===== src/rtl/tscp_map.svh =====
// Register offsets, field positions, reset values and frame geometry
// for the slot content placement block.
// Assumes inclusion by bare name from every file that needs it.
`ifndef TSCP_MAP_SVH
`define TSCP_MAP_SVH

// ----------------------------------------------------------------------
// Register offsets on the control port
// ----------------------------------------------------------------------
`define TSCP_ADDR_P4        8'h27
`define TSCP_ADDR_P5        8'h28
`define TSCP_ADDR_P6        8'h29
`define TSCP_ADDR_LG1       8'h2a

// ----------------------------------------------------------------------
// Field positions
// ----------------------------------------------------------------------
`define TSCP_DAC_LSB        4
`define TSCP_SNS_LSB        0
`define TSCP_LG_OFS_LSB     5
`define TSCP_LG_SLOT_LSB    0

// ----------------------------------------------------------------------
// Reset values
// ----------------------------------------------------------------------
`define TSCP_RST_PLACEMENT4_INPUT_WIDTH     2'h2
`define TSCP_RST_PLACEMENT4_SENSE_CODE     4'h1
`define TSCP_RST_PLACEMENT5_SENSE_CODE     4'h1
`define TSCP_RST_PLACEMENT6_SENSE_CODE     4'h1
`define TSCP_RST_LG_OFS     3'h0
`define TSCP_RST_LG_SLOT    5'h0

// ----------------------------------------------------------------------
// Frame geometry
// ----------------------------------------------------------------------
`define TSCP_SLOT_BITS      64
`define TSCP_FRAME_SLOTS    32
`define TSCP_LG_OFS_TOP     54
`define TSCP_GAIN_BITS      8

`endif


===== src/rtl/tscp_pkg.sv =====
// Types shared by the slot content placement block.
// Assumes nothing of its surroundings.
`default_nettype none

package tscp_pkg;

    typedef enum logic [3:0] {
        SNS_VOLT    = 4'h0,
        SNS_CURR    = 4'h1,
        SNS_BATT    = 4'h2,
        SNS_GAIN    = 4'h3,
        SNS_ALT     = 4'h4,
        SNS_STAT    = 4'h5,
        SNS_MARK    = 4'h6,
        SNS_TEMP    = 4'h7,
        SNS_BLANK   = 4'h8
    } tscp_sense_e;

    typedef enum logic [1:0] {
        DAC_W24     = 2'h0,
        DAC_W16     = 2'h1,
        DAC_NONE_A  = 2'h2,
        DAC_NONE_B  = 2'h3
    } tscp_dac_e;

endpackage

`default_nettype wire


===== src/rtl/tscp_stream_if.sv =====
// Valid/ready word stream between the receive path and its buffer.
// Assumes both ends run on the same clock.
`default_nettype none

interface tscp_stream_if #(
    parameter int W = 24
);
    logic         valid;
    logic         ready;
    logic [W-1:0] data;

    modport src (output valid, output data, input ready);
    modport snk (input valid, input data, output ready);
endinterface

`default_nettype wire


===== src/rtl/tscp_pair_buf.sv =====
// Small word buffer with valid/ready on both sides.
// Assumes synchronous active-low reset already released cleanly.
`default_nettype none

module tscp_pair_buf #(
    parameter int WIDTH = 24,
    parameter int DEPTH = 2
) (
    // Clock and reset
    input  wire logic   clk,
    input  wire logic   rst_n,
    // Streams
    tscp_stream_if.snk  up,
    tscp_stream_if.src  dn
);
    localparam int PW = (DEPTH > 1) ? $clog2(DEPTH) : 1;

    if (DEPTH < 2) begin : g_chk
        $error("tscp_pair_buf needs DEPTH of at least 2");
    end

    logic [WIDTH-1:0] mem_ff [DEPTH];
    logic [PW-1:0]    wp_ff;
    logic [PW-1:0]    rp_ff;
    logic [PW:0]      cnt_ff;
    logic             push;
    logic             pop;

    assign up.ready = (cnt_ff != (PW+1)'(DEPTH));
    assign dn.valid = (cnt_ff != '0);
    assign dn.data  = mem_ff[rp_ff];
    assign push     = up.valid & up.ready;
    assign pop      = dn.valid & dn.ready;

    always_ff @(posedge clk) begin
        if (!rst_n) begin
            for (int i = 0; i < DEPTH; i++) begin
                mem_ff[i] <= '0;
            end
        end else if (push) begin
            mem_ff[wp_ff] <= up.data;
        end
    end

    always_ff @(posedge clk) begin
        if (!rst_n) begin
            wp_ff <= '0;
            rp_ff <= '0;
        end else begin
            if (push) begin
                wp_ff <= (wp_ff == PW'(DEPTH - 1)) ? '0 : wp_ff + PW'(1);
            end
            if (pop) begin
                rp_ff <= (rp_ff == PW'(DEPTH - 1)) ? '0 : rp_ff + PW'(1);
            end
        end
    end

    always_ff @(posedge clk) begin
        if (!rst_n) begin
            cnt_ff <= '0;
        end else if (push && !pop) begin
            cnt_ff <= cnt_ff + (PW+1)'(1);
        end else if (pop && !push) begin
            cnt_ff <= cnt_ff - (PW+1)'(1);
        end
    end

endmodule

`default_nettype wire


===== src/rtl/tscp_top.sv =====
// Slot content placement: sense words out of the own chip slot,
// DAC word and linked limiter gain in from the frame.
// Assumes link pins asynchronous to clk and bclk well below clk / 4.
`include "tscp_map.svh"
`default_nettype none

// Functional notes
// - DAC code 00 24-bit, 01 16-bit, else unused
// - Codes 0,1 voltage/current 16; 4 alternates both
// - Code 2 battery byte, code 3 gain byte
// - Codes 5,6,7,8 status, marker, temperature, blank
// - Placement 4 sense field bits 3:0, reset 1
// - Placement 5 sense only, bits 7:4 read zero
// - Placement 6 sense only, upper nibble reads zero
// - Slot field code n selects slot n
// - Offset code times eight up to bit 48
// - Offset code 7 starts gain at bit 54
// - Linked gain placement register resets to zero
module tscp_top #(
    parameter int SLOT_BITS   = `TSCP_SLOT_BITS,
    parameter int FRAME_SLOTS = `TSCP_FRAME_SLOTS
) (
    // Clock and reset
    input  wire logic        clk,
    input  wire logic        arst_n,
    // Control port
    input  wire logic [7:0]  reg_addr,
    input  wire logic        reg_wr,
    input  wire logic        reg_rd,
    input  wire logic [7:0]  reg_wdata,
    output logic      [7:0]  reg_rdata,
    // Serial link pins
    input  wire logic        bclk,
    input  wire logic        fsync,
    input  wire logic        sdin,
    output logic             sdout_o,
    output logic             sdout_oe,
    // Own chip slot geometry
    input  wire logic [4:0]  own_slot,
    input  wire logic [5:0]  p4_start,
    // Sense data
    input  wire logic [15:0] sense_voltage,
    input  wire logic [15:0] sense_current,
    input  wire logic [7:0]  battery_level,
    input  wire logic [7:0]  limiter_gain_value,
    input  wire logic [7:0]  status_bits,
    input  wire logic [7:0]  temperature,
    // Received DAC words
    output logic      [23:0] dac_word,
    output logic             dac_valid,
    input  wire logic        dac_ready,
    output logic             dac_overrun,
    // Linked limiter gain
    output logic      [7:0]  linked_gain,
    output logic             linked_gain_valid
);
    localparam int CNT_W = $clog2(SLOT_BITS * FRAME_SLOTS);
    localparam int SB_W  = $clog2(SLOT_BITS);

    if (SLOT_BITS != `TSCP_SLOT_BITS || FRAME_SLOTS < `TSCP_FRAME_SLOTS)
    begin : g_chk
        $error("tscp_top needs 64-bit slots and at least 32 slots");
    end

    // ------------------------------------------------------------------
    // Reset release and pin synchronisers
    // ------------------------------------------------------------------
    logic [1:0] rst_sh_ff;
    logic       rst_n;
    logic [2:0] bclk_ff;
    logic [1:0] fs_ff;
    logic [1:0] sd_ff;
    logic       fs_seen_ff;

    always_ff @(posedge clk or negedge arst_n) begin
        if (!arst_n) begin
            rst_sh_ff <= 2'h0;
        end else begin
            rst_sh_ff <= {rst_sh_ff[0], 1'b1};
        end
    end
    assign rst_n = rst_sh_ff[1];

    always_ff @(posedge clk) begin
        bclk_ff <= {bclk_ff[1:0], bclk};
        fs_ff   <= {fs_ff[0], fsync};
        sd_ff   <= {sd_ff[0], sdin};
    end

    logic rise;
    logic fall;
    logic frame_start;
    assign rise        = bclk_ff[1] & ~bclk_ff[2];
    assign fall        = ~bclk_ff[1] & bclk_ff[2];
    assign frame_start = rise & fs_ff[1] & ~fs_seen_ff;

    always_ff @(posedge clk) begin
        if (!rst_n) begin
            fs_seen_ff <= 1'b0;
        end else if (rise) begin
            fs_seen_ff <= fs_ff[1];
        end
    end

    // ------------------------------------------------------------------
    // Bit position in frame
    // ------------------------------------------------------------------
    logic [CNT_W-1:0] cnt_ff;
    logic [CNT_W-1:0] idx;
    assign idx = frame_start ? '0 : cnt_ff;

    always_ff @(posedge clk) begin
        if (!rst_n) begin
            cnt_ff <= '0;
        end else if (rise) begin
            cnt_ff <= idx + CNT_W'(1);
        end
    end

    // ------------------------------------------------------------------
    // Registers
    // ------------------------------------------------------------------
    logic [1:0] placement4_input_width_ff;
    logic [3:0] placement4_sense_code_ff;
    logic [3:0] placement5_sense_code_ff;
    logic [3:0] placement6_sense_code_ff;
    logic [2:0] lg_ofs_ff;
    logic [4:0] lg_slot_ff;

    always_ff @(posedge clk) begin
        if (!rst_n) begin
            placement4_input_width_ff  <= `TSCP_RST_PLACEMENT4_INPUT_WIDTH;
            placement4_sense_code_ff  <= `TSCP_RST_PLACEMENT4_SENSE_CODE;
            placement5_sense_code_ff  <= `TSCP_RST_PLACEMENT5_SENSE_CODE;
            placement6_sense_code_ff  <= `TSCP_RST_PLACEMENT6_SENSE_CODE;
            lg_ofs_ff  <= `TSCP_RST_LG_OFS;
            lg_slot_ff <= `TSCP_RST_LG_SLOT;
        end else if (reg_wr) begin
            case (reg_addr)
                `TSCP_ADDR_P4: begin
                    placement4_input_width_ff <= reg_wdata[`TSCP_DAC_LSB +: 2];
                    placement4_sense_code_ff <= reg_wdata[`TSCP_SNS_LSB +: 4];
                end
                `TSCP_ADDR_P5: placement5_sense_code_ff <= reg_wdata[`TSCP_SNS_LSB +: 4];
                `TSCP_ADDR_P6: placement6_sense_code_ff <= reg_wdata[`TSCP_SNS_LSB +: 4];
                `TSCP_ADDR_LG1: begin
                    lg_ofs_ff  <= reg_wdata[`TSCP_LG_OFS_LSB +: 3];
                    lg_slot_ff <= reg_wdata[`TSCP_LG_SLOT_LSB +: 5];
                end
                default: ;
            endcase
        end
    end

    // Reserved bits and unmapped offsets read as zero
    always_ff @(posedge clk) begin
        if (!rst_n) begin
            reg_rdata <= 8'h00;
        end else if (reg_rd) begin
            case (reg_addr)
                `TSCP_ADDR_P4:  reg_rdata <= {2'h0, placement4_input_width_ff, placement4_sense_code_ff};
                `TSCP_ADDR_P5:  reg_rdata <= {4'h0, placement5_sense_code_ff};
                `TSCP_ADDR_P6:  reg_rdata <= {4'h0, placement6_sense_code_ff};
                `TSCP_ADDR_LG1: reg_rdata <= {lg_ofs_ff, lg_slot_ff};
                default:        reg_rdata <= 8'h00;
            endcase
        end
    end

    // ------------------------------------------------------------------
    // Transmit content, latched once per frame
    // ------------------------------------------------------------------
    logic             alt_ff;
    logic [3:0]       code [3];
    logic [15:0]      pl_data_ff [3];
    logic [4:0]       pl_w_ff [3];

    assign code[0] = placement4_sense_code_ff;
    assign code[1] = placement5_sense_code_ff;
    assign code[2] = placement6_sense_code_ff;

    function automatic logic [15:0] sns_data(input logic [3:0] c,
                                             input logic       cur);
        case (tscp_pkg::tscp_sense_e'(c))
            tscp_pkg::SNS_VOLT:  return sense_voltage;
            tscp_pkg::SNS_CURR:  return sense_current;
            tscp_pkg::SNS_BATT:  return {battery_level, 8'h00};
            tscp_pkg::SNS_GAIN:  return {limiter_gain_value, 8'h00};
            tscp_pkg::SNS_ALT:   return cur ? sense_current : sense_voltage;
            tscp_pkg::SNS_STAT:  return {status_bits, 8'h00};
            tscp_pkg::SNS_MARK:  return {cur, status_bits[6:0], 8'h00};
            tscp_pkg::SNS_TEMP:  return {temperature, 8'h00};
            default:             return 16'h0000;
        endcase
    endfunction

    function automatic logic [4:0] sns_width(input logic [3:0] c);
        case (tscp_pkg::tscp_sense_e'(c))
            tscp_pkg::SNS_VOLT, tscp_pkg::SNS_CURR,
            tscp_pkg::SNS_ALT:   return 5'h10;
            default:             return 5'h08;
        endcase
    endfunction

    // Marker bit tells which half of the alternation this frame carries
    always_ff @(posedge clk) begin
        if (!rst_n) begin
            alt_ff <= 1'b0;
        end else if (frame_start) begin
            alt_ff <= ~alt_ff;
        end
    end

    for (genvar g = 0; g < 3; g++) begin : g_pl
        always_ff @(posedge clk) begin
            if (!rst_n) begin
                pl_data_ff[g] <= 16'h0000;
                pl_w_ff[g]    <= 5'h08;
            end else if (frame_start) begin
                pl_data_ff[g] <= sns_data(code[g], alt_ff);
                pl_w_ff[g]    <= sns_width(code[g]);
            end
        end
    end

    // ------------------------------------------------------------------
    // Transmit bit select, launched on falling bclk
    // ------------------------------------------------------------------
    logic [CNT_W-1:0] own_base;
    logic [CNT_W-1:0] rel_tx;
    logic [5:0]       e0;
    logic [5:0]       e1;
    logic [5:0]       e2;
    logic [3:0]       r0;
    logic [3:0]       r1;
    logic [3:0]       r2;
    logic             nxt_sdout;
    logic             nxt_oe;
    logic             sdout_ff;
    logic             oe_ff;

    assign own_base = CNT_W'({own_slot, SB_W'(0)}) + CNT_W'(p4_start);
    assign rel_tx   = cnt_ff - own_base;
    assign e0 = 6'(pl_w_ff[0]);
    assign e1 = e0 + 6'(pl_w_ff[1]);
    assign e2 = e1 + 6'(pl_w_ff[2]);
    assign r0 = ~4'(rel_tx);
    assign r1 = ~4'(rel_tx - CNT_W'(e0));
    assign r2 = ~4'(rel_tx - CNT_W'(e1));

    always_comb begin
        nxt_sdout = 1'b0;
        nxt_oe    = 1'b1;
        if (cnt_ff < own_base) begin
            nxt_oe = 1'b0;
        end else if (rel_tx < CNT_W'(e0)) begin
            nxt_sdout = pl_data_ff[0][r0];
        end else if (rel_tx < CNT_W'(e1)) begin
            nxt_sdout = pl_data_ff[1][r1];
        end else if (rel_tx < CNT_W'(e2)) begin
            nxt_sdout = pl_data_ff[2][r2];
        end else begin
            nxt_oe = 1'b0;
        end
    end

    always_ff @(posedge clk) begin
        if (!rst_n) begin
            sdout_ff <= 1'b0;
            oe_ff    <= 1'b0;
        end else if (fall) begin
            sdout_ff <= nxt_sdout;
            oe_ff    <= nxt_oe;
        end
    end
    assign sdout_o  = sdout_ff;
    assign sdout_oe = oe_ff;

    // ------------------------------------------------------------------
    // DAC word capture into the buffer
    // ------------------------------------------------------------------
    logic [CNT_W-1:0] rel_rx;
    logic [4:0]       dac_bits;
    logic [23:0]      dac_sh_ff;
    logic [23:0]      nxt_sh;
    logic             push_ff;
    logic [23:0]      push_data_ff;
    logic             ovr_ff;
    logic             dac_cap;

    assign rel_rx   = idx - own_base;
    assign dac_bits = (placement4_input_width_ff == tscp_pkg::DAC_W24) ? 5'd24 : 5'd16;
    assign nxt_sh   = {dac_sh_ff[22:0], sd_ff[1]};
    assign dac_cap  = rise && !placement4_input_width_ff[1] && idx >= own_base
                      && rel_rx < CNT_W'(dac_bits);

    tscp_stream_if #(.W(24)) push_if ();
    tscp_stream_if #(.W(24)) pop_if ();

    always_ff @(posedge clk) begin
        if (!rst_n) begin
            dac_sh_ff    <= 24'h000000;
            push_ff      <= 1'b0;
            push_data_ff <= 24'h000000;
            ovr_ff       <= 1'b0;
        end else begin
            push_ff <= 1'b0;
            ovr_ff  <= push_ff & ~push_if.ready;
            if (dac_cap) begin
                dac_sh_ff <= nxt_sh;
                if (rel_rx == CNT_W'(dac_bits - 5'd1)) begin
                    push_ff      <= 1'b1;
                    push_data_ff <= placement4_input_width_ff[0] ?
                                    {nxt_sh[15:0], 8'h00} : nxt_sh;
                end
            end
        end
    end

    // A serial link cannot be stalled: a word meeting a full buffer is
    // dropped and flagged instead
    assign push_if.valid = push_ff;
    assign push_if.data  = push_data_ff;
    assign pop_if.ready  = dac_ready;
    assign dac_valid     = pop_if.valid;
    assign dac_word      = pop_if.data;
    assign dac_overrun   = ovr_ff;

    tscp_pair_buf #(.WIDTH(24), .DEPTH(2)) u_buf (
        .clk   (clk),
        .rst_n (rst_n),
        .up    (push_if),
        .dn    (pop_if)
    );

    // ------------------------------------------------------------------
    // Linked limiter gain capture
    // ------------------------------------------------------------------
    logic [SB_W-1:0]  lg_pos;
    logic [CNT_W-1:0] gain_first;
    logic [CNT_W-1:0] gain_last;
    logic [6:0]       gain_sh_ff;

    assign lg_pos = (lg_ofs_ff == 3'h7) ? SB_W'(`TSCP_LG_OFS_TOP)
                                        : SB_W'({lg_ofs_ff, 3'h0});
    assign gain_first = CNT_W'({lg_slot_ff, SB_W'(0)})
                        + CNT_W'(lg_pos);
    assign gain_last  = gain_first + CNT_W'(`TSCP_GAIN_BITS - 1);

    // Relies on the linked party placing its gain here, MSB first
    always_ff @(posedge clk) begin
        if (!rst_n) begin
            gain_sh_ff        <= 7'h00;
            linked_gain       <= 8'h00;
            linked_gain_valid <= 1'b0;
        end else begin
            linked_gain_valid <= 1'b0;
            if (rise && idx >= gain_first && idx <= gain_last) begin
                gain_sh_ff <= {gain_sh_ff[5:0], sd_ff[1]};
                if (idx == gain_last) begin
                    linked_gain       <= {gain_sh_ff, sd_ff[1]};
                    linked_gain_valid <= 1'b1;
                end
            end
        end
    end
endmodule

`default_nettype wire


===== config.mk =====
export PLATFORM = sky130hd
export DESIGN_NAME = tscp_top
export DESIGN_NICKNAME = d
export VERILOG_FILES = /design/src/rtl/tscp_pkg.sv /design/src/rtl/tscp_stream_if.sv /design/src/rtl/tscp_pair_buf.sv /design/src/rtl/tscp_top.sv
export VERILOG_INCLUDE_DIRS = /design/src /design/src/rtl
export SDC_FILE = /design/constraint.sdc
export NUM_CORES = 1
export LEC_CHECK = 0
export BUFFER_PORTS_ARGS = -buffer_cell sky130_fd_sc_hd__buf_2
export CELL_PAD_IN_SITES_DETAIL_PLACEMENT = 1
export CELL_PAD_IN_SITES_GLOBAL_PLACEMENT = 1
export CORE_MARGIN = 1.5
export CORE_UTILIZATION = 46
export CTS_CLUSTER_DIAMETER = 40
export DETAILED_ROUTE_END_ITERATION = 8
export PLACE_DENSITY = 0.89
export SYNTH_ARGS = -nofsm -noshare
export SYNTH_HDL_FRONTEND = slang
export SYNTH_HIERARCHICAL = 1
export SYNTH_SLANG_ARGS = --single-unit

===== constraint.sdc =====
create_clock -name clk -period 4.5 [get_ports clk]
set_input_delay 0 -clock clk [delete_from_list [all_inputs] [get_ports clk]]
set_output_delay 0 -clock clk [all_outputs]
set_load 0.02 [all_outputs]

==> results by group, run 1 <==
Status
  – Outcome: completed

Synth
  – Yosys reg bits: around 230
  – Mapped Nets: roughly 1.5k
  – Post-synth EDFFs: 102
  – Distinct cells, synth: 86
  – Synth Warn #: 6
  – Area leader, netlist: edfxtp_1
  – Yosys top cell area share: 0.231
  – Largest cells by area after synthesis: edfxtp_1, dfxtp_1, mux2_2
  – Mapped Cells: around 1.4k
  – Post-synthesis async set-or-reset flop share: 0.00885
  – Post-synthesis sequential area ratio: 0.420
  – Mapped Area: 13200 sq um
  – Syn avg cell area: 9.51 sq um
  – Post-synth top flop: dfxtp_1

Floorplan
  – Cell Rows: just over 60
  – Core Footprint: about 28000 sq um
  – Die height: 173 microns
  – Chip Width: roughly 170 microns
  – Die area: roughly 30000 sq um
  – Initial Util: 0.472
  – I/O pins: between 100 and 150

Timing
  – Final hold vios: 0
  – Max frequency: around 0.23 GHz
  – Worst slew pin tran: about 1.3 ns
  – Final setup viols: 0
  – Worst rel slew slack: 0.141
  – Max Slew Vio Count: 0
  – Min Tclk post-route: 4.28 ns
  – RSZ-0062 raised after global routing: no
  – Hold slack: roughly 0.007 ns
  – Setup_tns: 0 ns
  – Worst Skew: 0.0198 ns
  – Tcrit/Tclk final: 0.952

Power
  – VDD IR max: approximately 260 uV
  – PwrDens: 339 nW/um^2
  – Leakage dissipation: ~6.2 nW
  – Power Total: ~5.4 mW

Critical path
  – Worst R2R End: push_data_ff[9]
  – Worst path required time: just under 5 ns
  – Critical Path AT: ~4.7 ns
  – Startpoint types: flop
  – Number of cells on the worst reg-to-reg path: 14
  – Critical Path Fanout Max: 25
  – Reg-to-Reg Start: bclk_ff[1]
  – Critical path type: flop to flop
  – Worst R2R Setup Slack: around 0.22 ns
  – Setup crit end kind: flop

CTS
  – Post-CTS Setup Repair Bufs: 0
  – H-tree depth: 2
  – Clock tree buffer depth: 3
  – CTS tree: done
  – CTS root buffer: clkbuf_16
  – Total CTS buffers: 35
  – CTS clock-pin slew for the worst setup and hold paths: roughly 0.060 ns
  – PostCTS Resize Cnt: 0
  – Total clock sinks: roughly 230
  – Worst-Skew Late Latency: approximately 0.52 ns

Global route
  – Vias in the first global route: roughly 13k
  – Wire length of the first global-routing pass: 70800 microns
  – GRT overflow: 0
  – GRT Total Usage: 0.297
  – Initial antenna violation count: 2
  – Largest net degree at the start of global routing: 67

Layout
  – Post-layout util: 0.564
  – Nets: 1710
  – Commonest non-fill, non-tap cell in the layout: nor2_1
  – Share of cells above drive strength 1: 0.207
  – Cell Count, Final, Fillers Out: between 1.5k and 2k
  – Synth-to-Final Area Change: 19.3%
  – Most frequent cells in the layout: nor2_1, nand2_1, buf_2

Job
  – Max cap viols: 0

Placed design
  – PortBufs: around 140
  – Gpl congestion: 0.910
  – Post-DP HPWL: between 20000 and 30000 microns
  – Placed cells: around 1.8k

Worst hold path
  – Hold EP: placement4_sense_code_ff[2]
  – Hold_sp: reg_addr[6]
  – Hold WC Path Type: primary input to flop
  – Worst Hold Depth: 5

Detailed routing
  – Initial DRC Count: 1105
  – Vias: about 12k
  – DRC: 0
  – Vias per cell: ~6.2
  – WL per Instance: 23.0 microns
  – WL final: 45100 microns
  – Detailed Routing Iterations Pass 1: 7
  – ANT nets after route: 0
-- final cells by class --
| type | count | area [sq um] |
|---|---|---|
| clock inverter | 21 | 166 |
| timing repair buffer | 211 | 1350 |
| antenna | 2 | 5.00 |
| sequential | 226 | 5560 |
| clock buffer | 43 | 937 |
| multi-input combinational | 1019 | 7070 |
| tap | 378 | 473 |
| inverter | 62 | 233 |
| fill | 3154 | 12200 |
-- layer usage --
layer,up-vias,wire length (microns),global-route usage
met1,5967,18100,0.364
li1,5385,-,-
met4,0,2000,0.136
met2,632,21900,0.511
met3,164,3180,0.0515
met5,-,0,0
-- through the flow --
stage / setup slack [ns] / instance area, sq um
global route: 0.111 / 15800
CTS: 0.283 / 15800
detailed placement: 0.406 / 14200
finish: 0.216 / 15800
floorplan: 0.938 / 13200
global placement: 0.736 / 14200
-- state kept, by name, summed over array words and instances (netlist names), 2 cells and up, named ones only --
name,count
sd_ff,2
fs_ff,2
placement4_sense_code_ff,4
placement6_sense_code_ff,4
u_buf/cnt_ff,2
reg_rdata,8
linked_gain,8
pl_w_ff,6
u_buf/mem_ff,48
lg_ofs_ff,3
placement5_sense_code_ff,4
placement4_input_width_ff,2
pl_data_ff,48
bclk_ff,3
gain_sh_ff,7
dac_sh_ff,23
push_data_ff,24
rst_sh_ff,2
cnt_ff,11
lg_slot_ff,5
-- worst max-delay path by stage --
| stage | start | to | slack (ns) |
|---|---|---|---|
| floorplan | bclk_ff[1] | push_data_ff[10] | 0.94 |
| global placement | bclk_ff[2] | push_data_ff[7] | 0.74 |
| detailed placement | bclk_ff[1] | push_data_ff[14] | 0.41 |
| CTS | bclk_ff[1] | push_data_ff[9] | 0.28 |
| global route | bclk_ff[1] | push_data_ff[9] | 0.11 |
| finish | bclk_ff[1] | push_data_ff[9] | 0.22 |
-- where the power goes --
part | switching, mW | internal (mW)
Combinational | 0.302 | 0.220
Sequential | 0.0324 | 2.20
Clock | 1.03 | 1.56
Total | 1.37 | 3.98
-- repair_timing --
| action | in CTS | in global routing |
|---|---|---|
| setup endpoints to repair | 0 | 0 |
| hold buffers | 48 | 0 |
| endpoints found under the hold margin | 63 | 0 |
-- logic make-up (layout without fill, tap and decap cells) --
group                    count (synthesis)  in the layout  share of synthesized area
other                                    1              3                   0.000283
XOR/XNOR                                23             23                     0.0152
flip-flops                             226            226                      0.420
AND/OR/NAND/NOR                        486            486                      0.174
AO/OA/AOI/OAI                          288            288                      0.141
multiplexers                           164            164                      0.147
adder cells (fa/ha/maj)                 57             57                     0.0560
buffers and inverters                  146            337                     0.0466
-- cells in the mapped netlist (all sizes together), types with 26 or more instances --
cell / instances
ha: 52
dfxtp: 122
nor2: 156
nand2: 147
nand3: 65
clkbuf: 62
o21ai: 54
inv: 62
a22oi: 36
mux2: 72
and2: 26
a21oi: 98
mux2i: 75
edfxtp: 102
-- worst max-delay path: stages (launching register included) --
cell,delay (ns)
dfxtp_1,0.42
nor4bb_1,0.36
buf_4,0.23
nor2_1,0.08
inv_1,0.06
ha_1,0.16
inv_1,0.06
fa_1,0.44
and3b_1,0.24
a2111o_1,0.36
o22a_1,0.23
mux2i_1,0.20
nor4_4,0.33
nand4_4,0.56
mux2i_1,0.45
(Power assumes the default switching activity.)
==> run 2, diff against run 1 <==
--- a/config.mk
+++ b/config.mk
@@ -6,11 +6,12 @@
 export SDC_FILE = /design/constraint.sdc
 export NUM_CORES = 1
 export LEC_CHECK = 0
+export ABC_AREA = 1
 export BUFFER_PORTS_ARGS = -buffer_cell sky130_fd_sc_hd__buf_2
 export CELL_PAD_IN_SITES_DETAIL_PLACEMENT = 1
 export CELL_PAD_IN_SITES_GLOBAL_PLACEMENT = 1
 export CORE_MARGIN = 1.5
-export CORE_UTILIZATION = 46
+export CORE_UTILIZATION = 44
 export CTS_CLUSTER_DIAMETER = 40
 export DETAILED_ROUTE_END_ITERATION = 8
 export PLACE_DENSITY = 0.89
==> constraint.sdc (replaced) <==
create_clock -name clk -period 4.5 [get_ports clk]
set_input_delay 0.9 -clock clk [delete_from_list [all_inputs] [get_ports clk]]
set_output_delay 0.9 -clock clk [all_outputs]
set_load 0.02 [all_outputs]
==> run 2 against run 1 <==
  * Register-to-register slack better by 0.18 ns
  * Largest cell class unchanged
  * Die area increased by 5.6%
  * Combinational power rose by 4.0%
  * Worst hold slack improved by 0.14 ns
  * Critical path depth increased by 5
  * Sequential power barely moved
  * Clock-buffer cell count down 6
  * Fmax rose by 4.4%
  * Non-clock buffer count is 50 lower
  * Utilization down 4.2 points
  * First-iteration DRC count fell by 6.0%
  * Sequential share of layout area up 0.53 points
==> results by group, run 2 <==
Layout
  – Commonest non-fill, non-tap cell in the layout: nand2_1
  – Ant diodes: 0 (-2)
  – Synth-to-Final Area Change: 16.3%
  – Share of cells above drive strength 1: 0.153 (-0.0543)
  – Most frequent cells in the layout: nand2_1, inv_1, nor2_1
  – Biggest regs: pl_data_ff: 48 flops, u_buf/mem_ff: 48 flops, push_data_ff: 24 flops
  – Post-route cell area: 15600 sq um (-1.5%)
  – Nets: 2076 (+21%)

Synth
  – Post-synthesis async set-or-reset flop share: 0.00885 (unchanged)
  – Synth Warn #: 6 (unchanged)
  – Post-synth top flop: dfxtp_1
  – Area leader, netlist: edfxtp_1
  – Mapped Nets: 1934 (+25%)
  – Post-synthesis sequential area ratio: 0.415 (-0.00448)
  – Yosys reg bits: 226 (unchanged)
  – Mapped Cells: 1779 (+28%)
  – Count leader, synth: nand2_1
  – Post-synth EDFFs: 102 (unchanged)
  – Largest cells by area after synthesis: edfxtp_1, dfxtp_1, nand2_1
  – Syn avg cell area: 7.52 sq um (-21%)
  – List of most frequent post-synthesis cells: nand2_1, inv_1, nor2_1
  – Distinct cells, synth: 57 (-34%)
  – Mapped Area: 13400 sq um (+1.1%)
  – Yosys top cell area share: 0.229 (-0.00247)

Floorplan
  – Cell Rows: 63 (+3.3%)
  – I/O pins: 144 (unchanged)
  – Die area: 31500 sq um (+5.6%)
  – Initial Util: 0.449 (-0.0235)
  – Core Footprint: 29800 sq um (+6.4%)
  – Die height: 177 microns (+2.7%)
  – Chip Width: 177 microns (+2.7%)

Critical path
  – Worst path required time: 4.95 ns (+0.04 ns)
  – Critical path cell sequence: inv_2, nand4_4, clkinv_1, nor2_2, ha_1, a21o_1, nand2_2, nand2_2, xor2_1, ha_1, nor2_1, nand2_1, nor3_1, nand2_1, nor2_4, nand3_4, nand2_1, inv_2, nor2_1
  – WP buf/inv: 3 (unchanged)
  – Critical Path Fanout Max: 43 (+72%)
  – Startpoint types: flop
  – Critical Path AT: 4.55 ns (-0.15 ns)
  – Setup crit end kind: flop
  – Most used cell, CP: nand2_1
  – Slowest cell on crit path: nand3_4
  – Delay-heaviest family, CP: simple AND/OR/NAND/NOR gates
  – Critical Path Max Stage Delay: 0.44 ns (-0.12 ns)
  – Critical path type: flop to flop

Timing
  – RSZ-0062 raised after global routing: no
  – Worst slew pin tran: 1.26 ns (-0.0233 ns)
  – Tcrit/Tclk final: 0.912 (-0.0398)
  – Final hold vios: 0 (unchanged)
  – Min Tclk post-route: 4.10 ns (-0.179 ns)
  – Max Slew Vio Count: 0 (unchanged)
  – Final setup viols: 0 (unchanged)
  – Setup_tns: 0 ns (unchanged)
  – Hold slack: 0.148 ns (+0.141 ns)
  – Worst Skew: 0.0390 ns (+0.0191 ns)
  – Max frequency: 0.244 GHz (+4.4%)
  – Worst rel slew slack: 0.161 (+0.0200)

Placed design
  – Gpl congestion: 0.971 (+6.7%)
  – Placed cell areas: 14400 sq um (+1.7%)
  – Post-DP HPWL: 33800 microns (+17%)
  – PortBufs: 143 (unchanged)

CTS
  – CTS tree: done
  – Worst-Skew Late Latency: 0.53 ns (about the same)
  – CTS root buffer: clkbuf_16
  – Clock tree buffer depth: 3 (unchanged)
  – H-tree depth: 2 (unchanged)
  – Total clock sinks: 226 (unchanged)
  – Post-CTS Setup Repair Bufs: 0 (unchanged)
  – CTS clock-pin slew for the worst setup and hold paths: 0.07 ns (about the same)
  – Total CTS buffers: 34 (-2.9%)

Job
  – Max cap viols: 0 (unchanged)

Detailed routing
  – WL per Instance: 21.2 microns (-7.8%)
  – Initial DRC Count: 1039 (-6.0%)
  – ANT nets after route: 0 (unchanged)
  – Vias: 13.4k (+11%)
  – Vias per cell: 5.75 (-7.2%)
  – DRC: 0 (unchanged)
  – Detailed Routing Iterations Pass 1: 5 (-2)
  – WL final: 49600 microns (+9.8%)

Worst hold path
  – Hold WC Path Type: primary input to asynchronous set/reset pin

Power
  – PwrDens: 347 nW/um^2 (+2.5%)
  – Power Total: 5.40 mW (+0.98%)
  – VDD IR max: 248 uV (-5.2%)
  – Leakage dissipation: 6.82 nW (+10%)

Status
  – Outcome: completed

Global route
  – Initial antenna violation count: 0 (-2)
  – Largest net degree at the start of global routing: 73 (+9.0%)
  – GRT overflow: 0 (unchanged)
  – GRT Total Usage: 0.315 (+0.0175)
  – Wire length of the first global-routing pass: 77400 microns (+9.3%)
  – Vias in the first global route: 14.2k (+12%)
[run 2: cell types whose count changed in the layout (fill, tap and decap cells not counted), sizes merged, moves of 14 or more]
cell	before	now
nand2	147	417
inv	71	292
nor2	156	271
mux2i	75	1
o21ai	54	111
dlygate4sd3	48	0
mux2	72	24
o22ai	5	39
a22oi	36	9
and2	26	0
nand3	65	41
mux4	17	0
nor2b	14	0
[run 2: timing repair]
action	CTS	global route
setup endpoints to repair	0	1
hold buffers	0	0
gates resized for setup	0	1
[run 2: worst reg2reg max path, stage by stage, from the launching register on]
cell	delay [ns]
dfxtp_1	0.36
inv_2	0.07
nand4_4	0.18
clkinv_1	0.31
nor2_2	0.32
ha_1	0.32
a21o_1	0.20
nand2_2	0.07
nand2_2	0.07
xor2_1	0.15
ha_1	0.31
nor2_1	0.11
nand2_1	0.07
nor3_1	0.24
nand2_1	0.14
nor2_4	0.23
nand3_4	0.44
nand2_1	0.29
inv_2	0.05
nor2_1	0.14
[run 2: cell families (layout without fill, tap and decap cells)]
group           Yosys count  in the layout  synth area share
simple gates            788            788             0.252
buf+inv                 339            507             0.101
compound gates          331            331             0.147
flops                   226            226             0.415
fa+ha+maj                56             56            0.0546
mux                      25             25            0.0210
xor+xnor                 13             13           0.00851
other cells               1              1          0.000280
[run 2: metal layers]
layer / wire, microns / GRT usage / vias to the layer above
met2: 25200 / 0.572 / 577
met5: 0 / 0 / -
li1: - / - / 6153
met1: 19600 / 0.375 / 6564
met3: 3070 / 0.0405 / 137
met4: 1720 / 0.123 / 0
[run 2: worst paths after layout]
kind | startpoint | endpoint | slack [ns] | cells past startpoint
min in group clk | fs_ff[0] | fs_ff[1] | 0.36 | 0
worst max register to register | bclk_ff[2] | push_data_ff[7] | 0.40 | 19
worst max-delay path | bclk_ff[2] | push_data_ff[7] | 0.40 | 19
max in group asynchronous | arst_n | rst_sh_ff[1] | 4.21 | 1
worst min-delay path | arst_n | rst_sh_ff[0] | 0.15 | 1
worst min register to register | fs_ff[0] | fs_ff[1] | 0.36 | 0
[run 2: power breakdown]
group / switching (mW) / total (mW) / internal, mW
clock network: 1.09 / 2.62 / 1.53
registers: 0.0320 / 2.24 / 2.21
logic: 0.361 / 0.543 / 0.182
[run 2: per-stage QoR]
step | worst slack [ns] | cells | util
6_report | 0.395 | 2337 | 0.522
5_1_grt | 0.107 | 2337 | 0.522
4_1_cts | 0.296 | 2337 | 0.522
3_5_place_dp | 0.571 | 2275 | 0.485
3_3_place_gp | 0.816 | 2275 | 0.485
2_1_floorplan | 1.29 | 1779 | -
[run 2: layout make-up]
class	instances	area, sq um
clock buffers	37	883
clock inverters	25	234
fillers	3787	14200
inverters	284	1070
multi-input cells	1214	6470
flip-flops and latches	226	5560
well taps	390	488
repair buffers	161	851
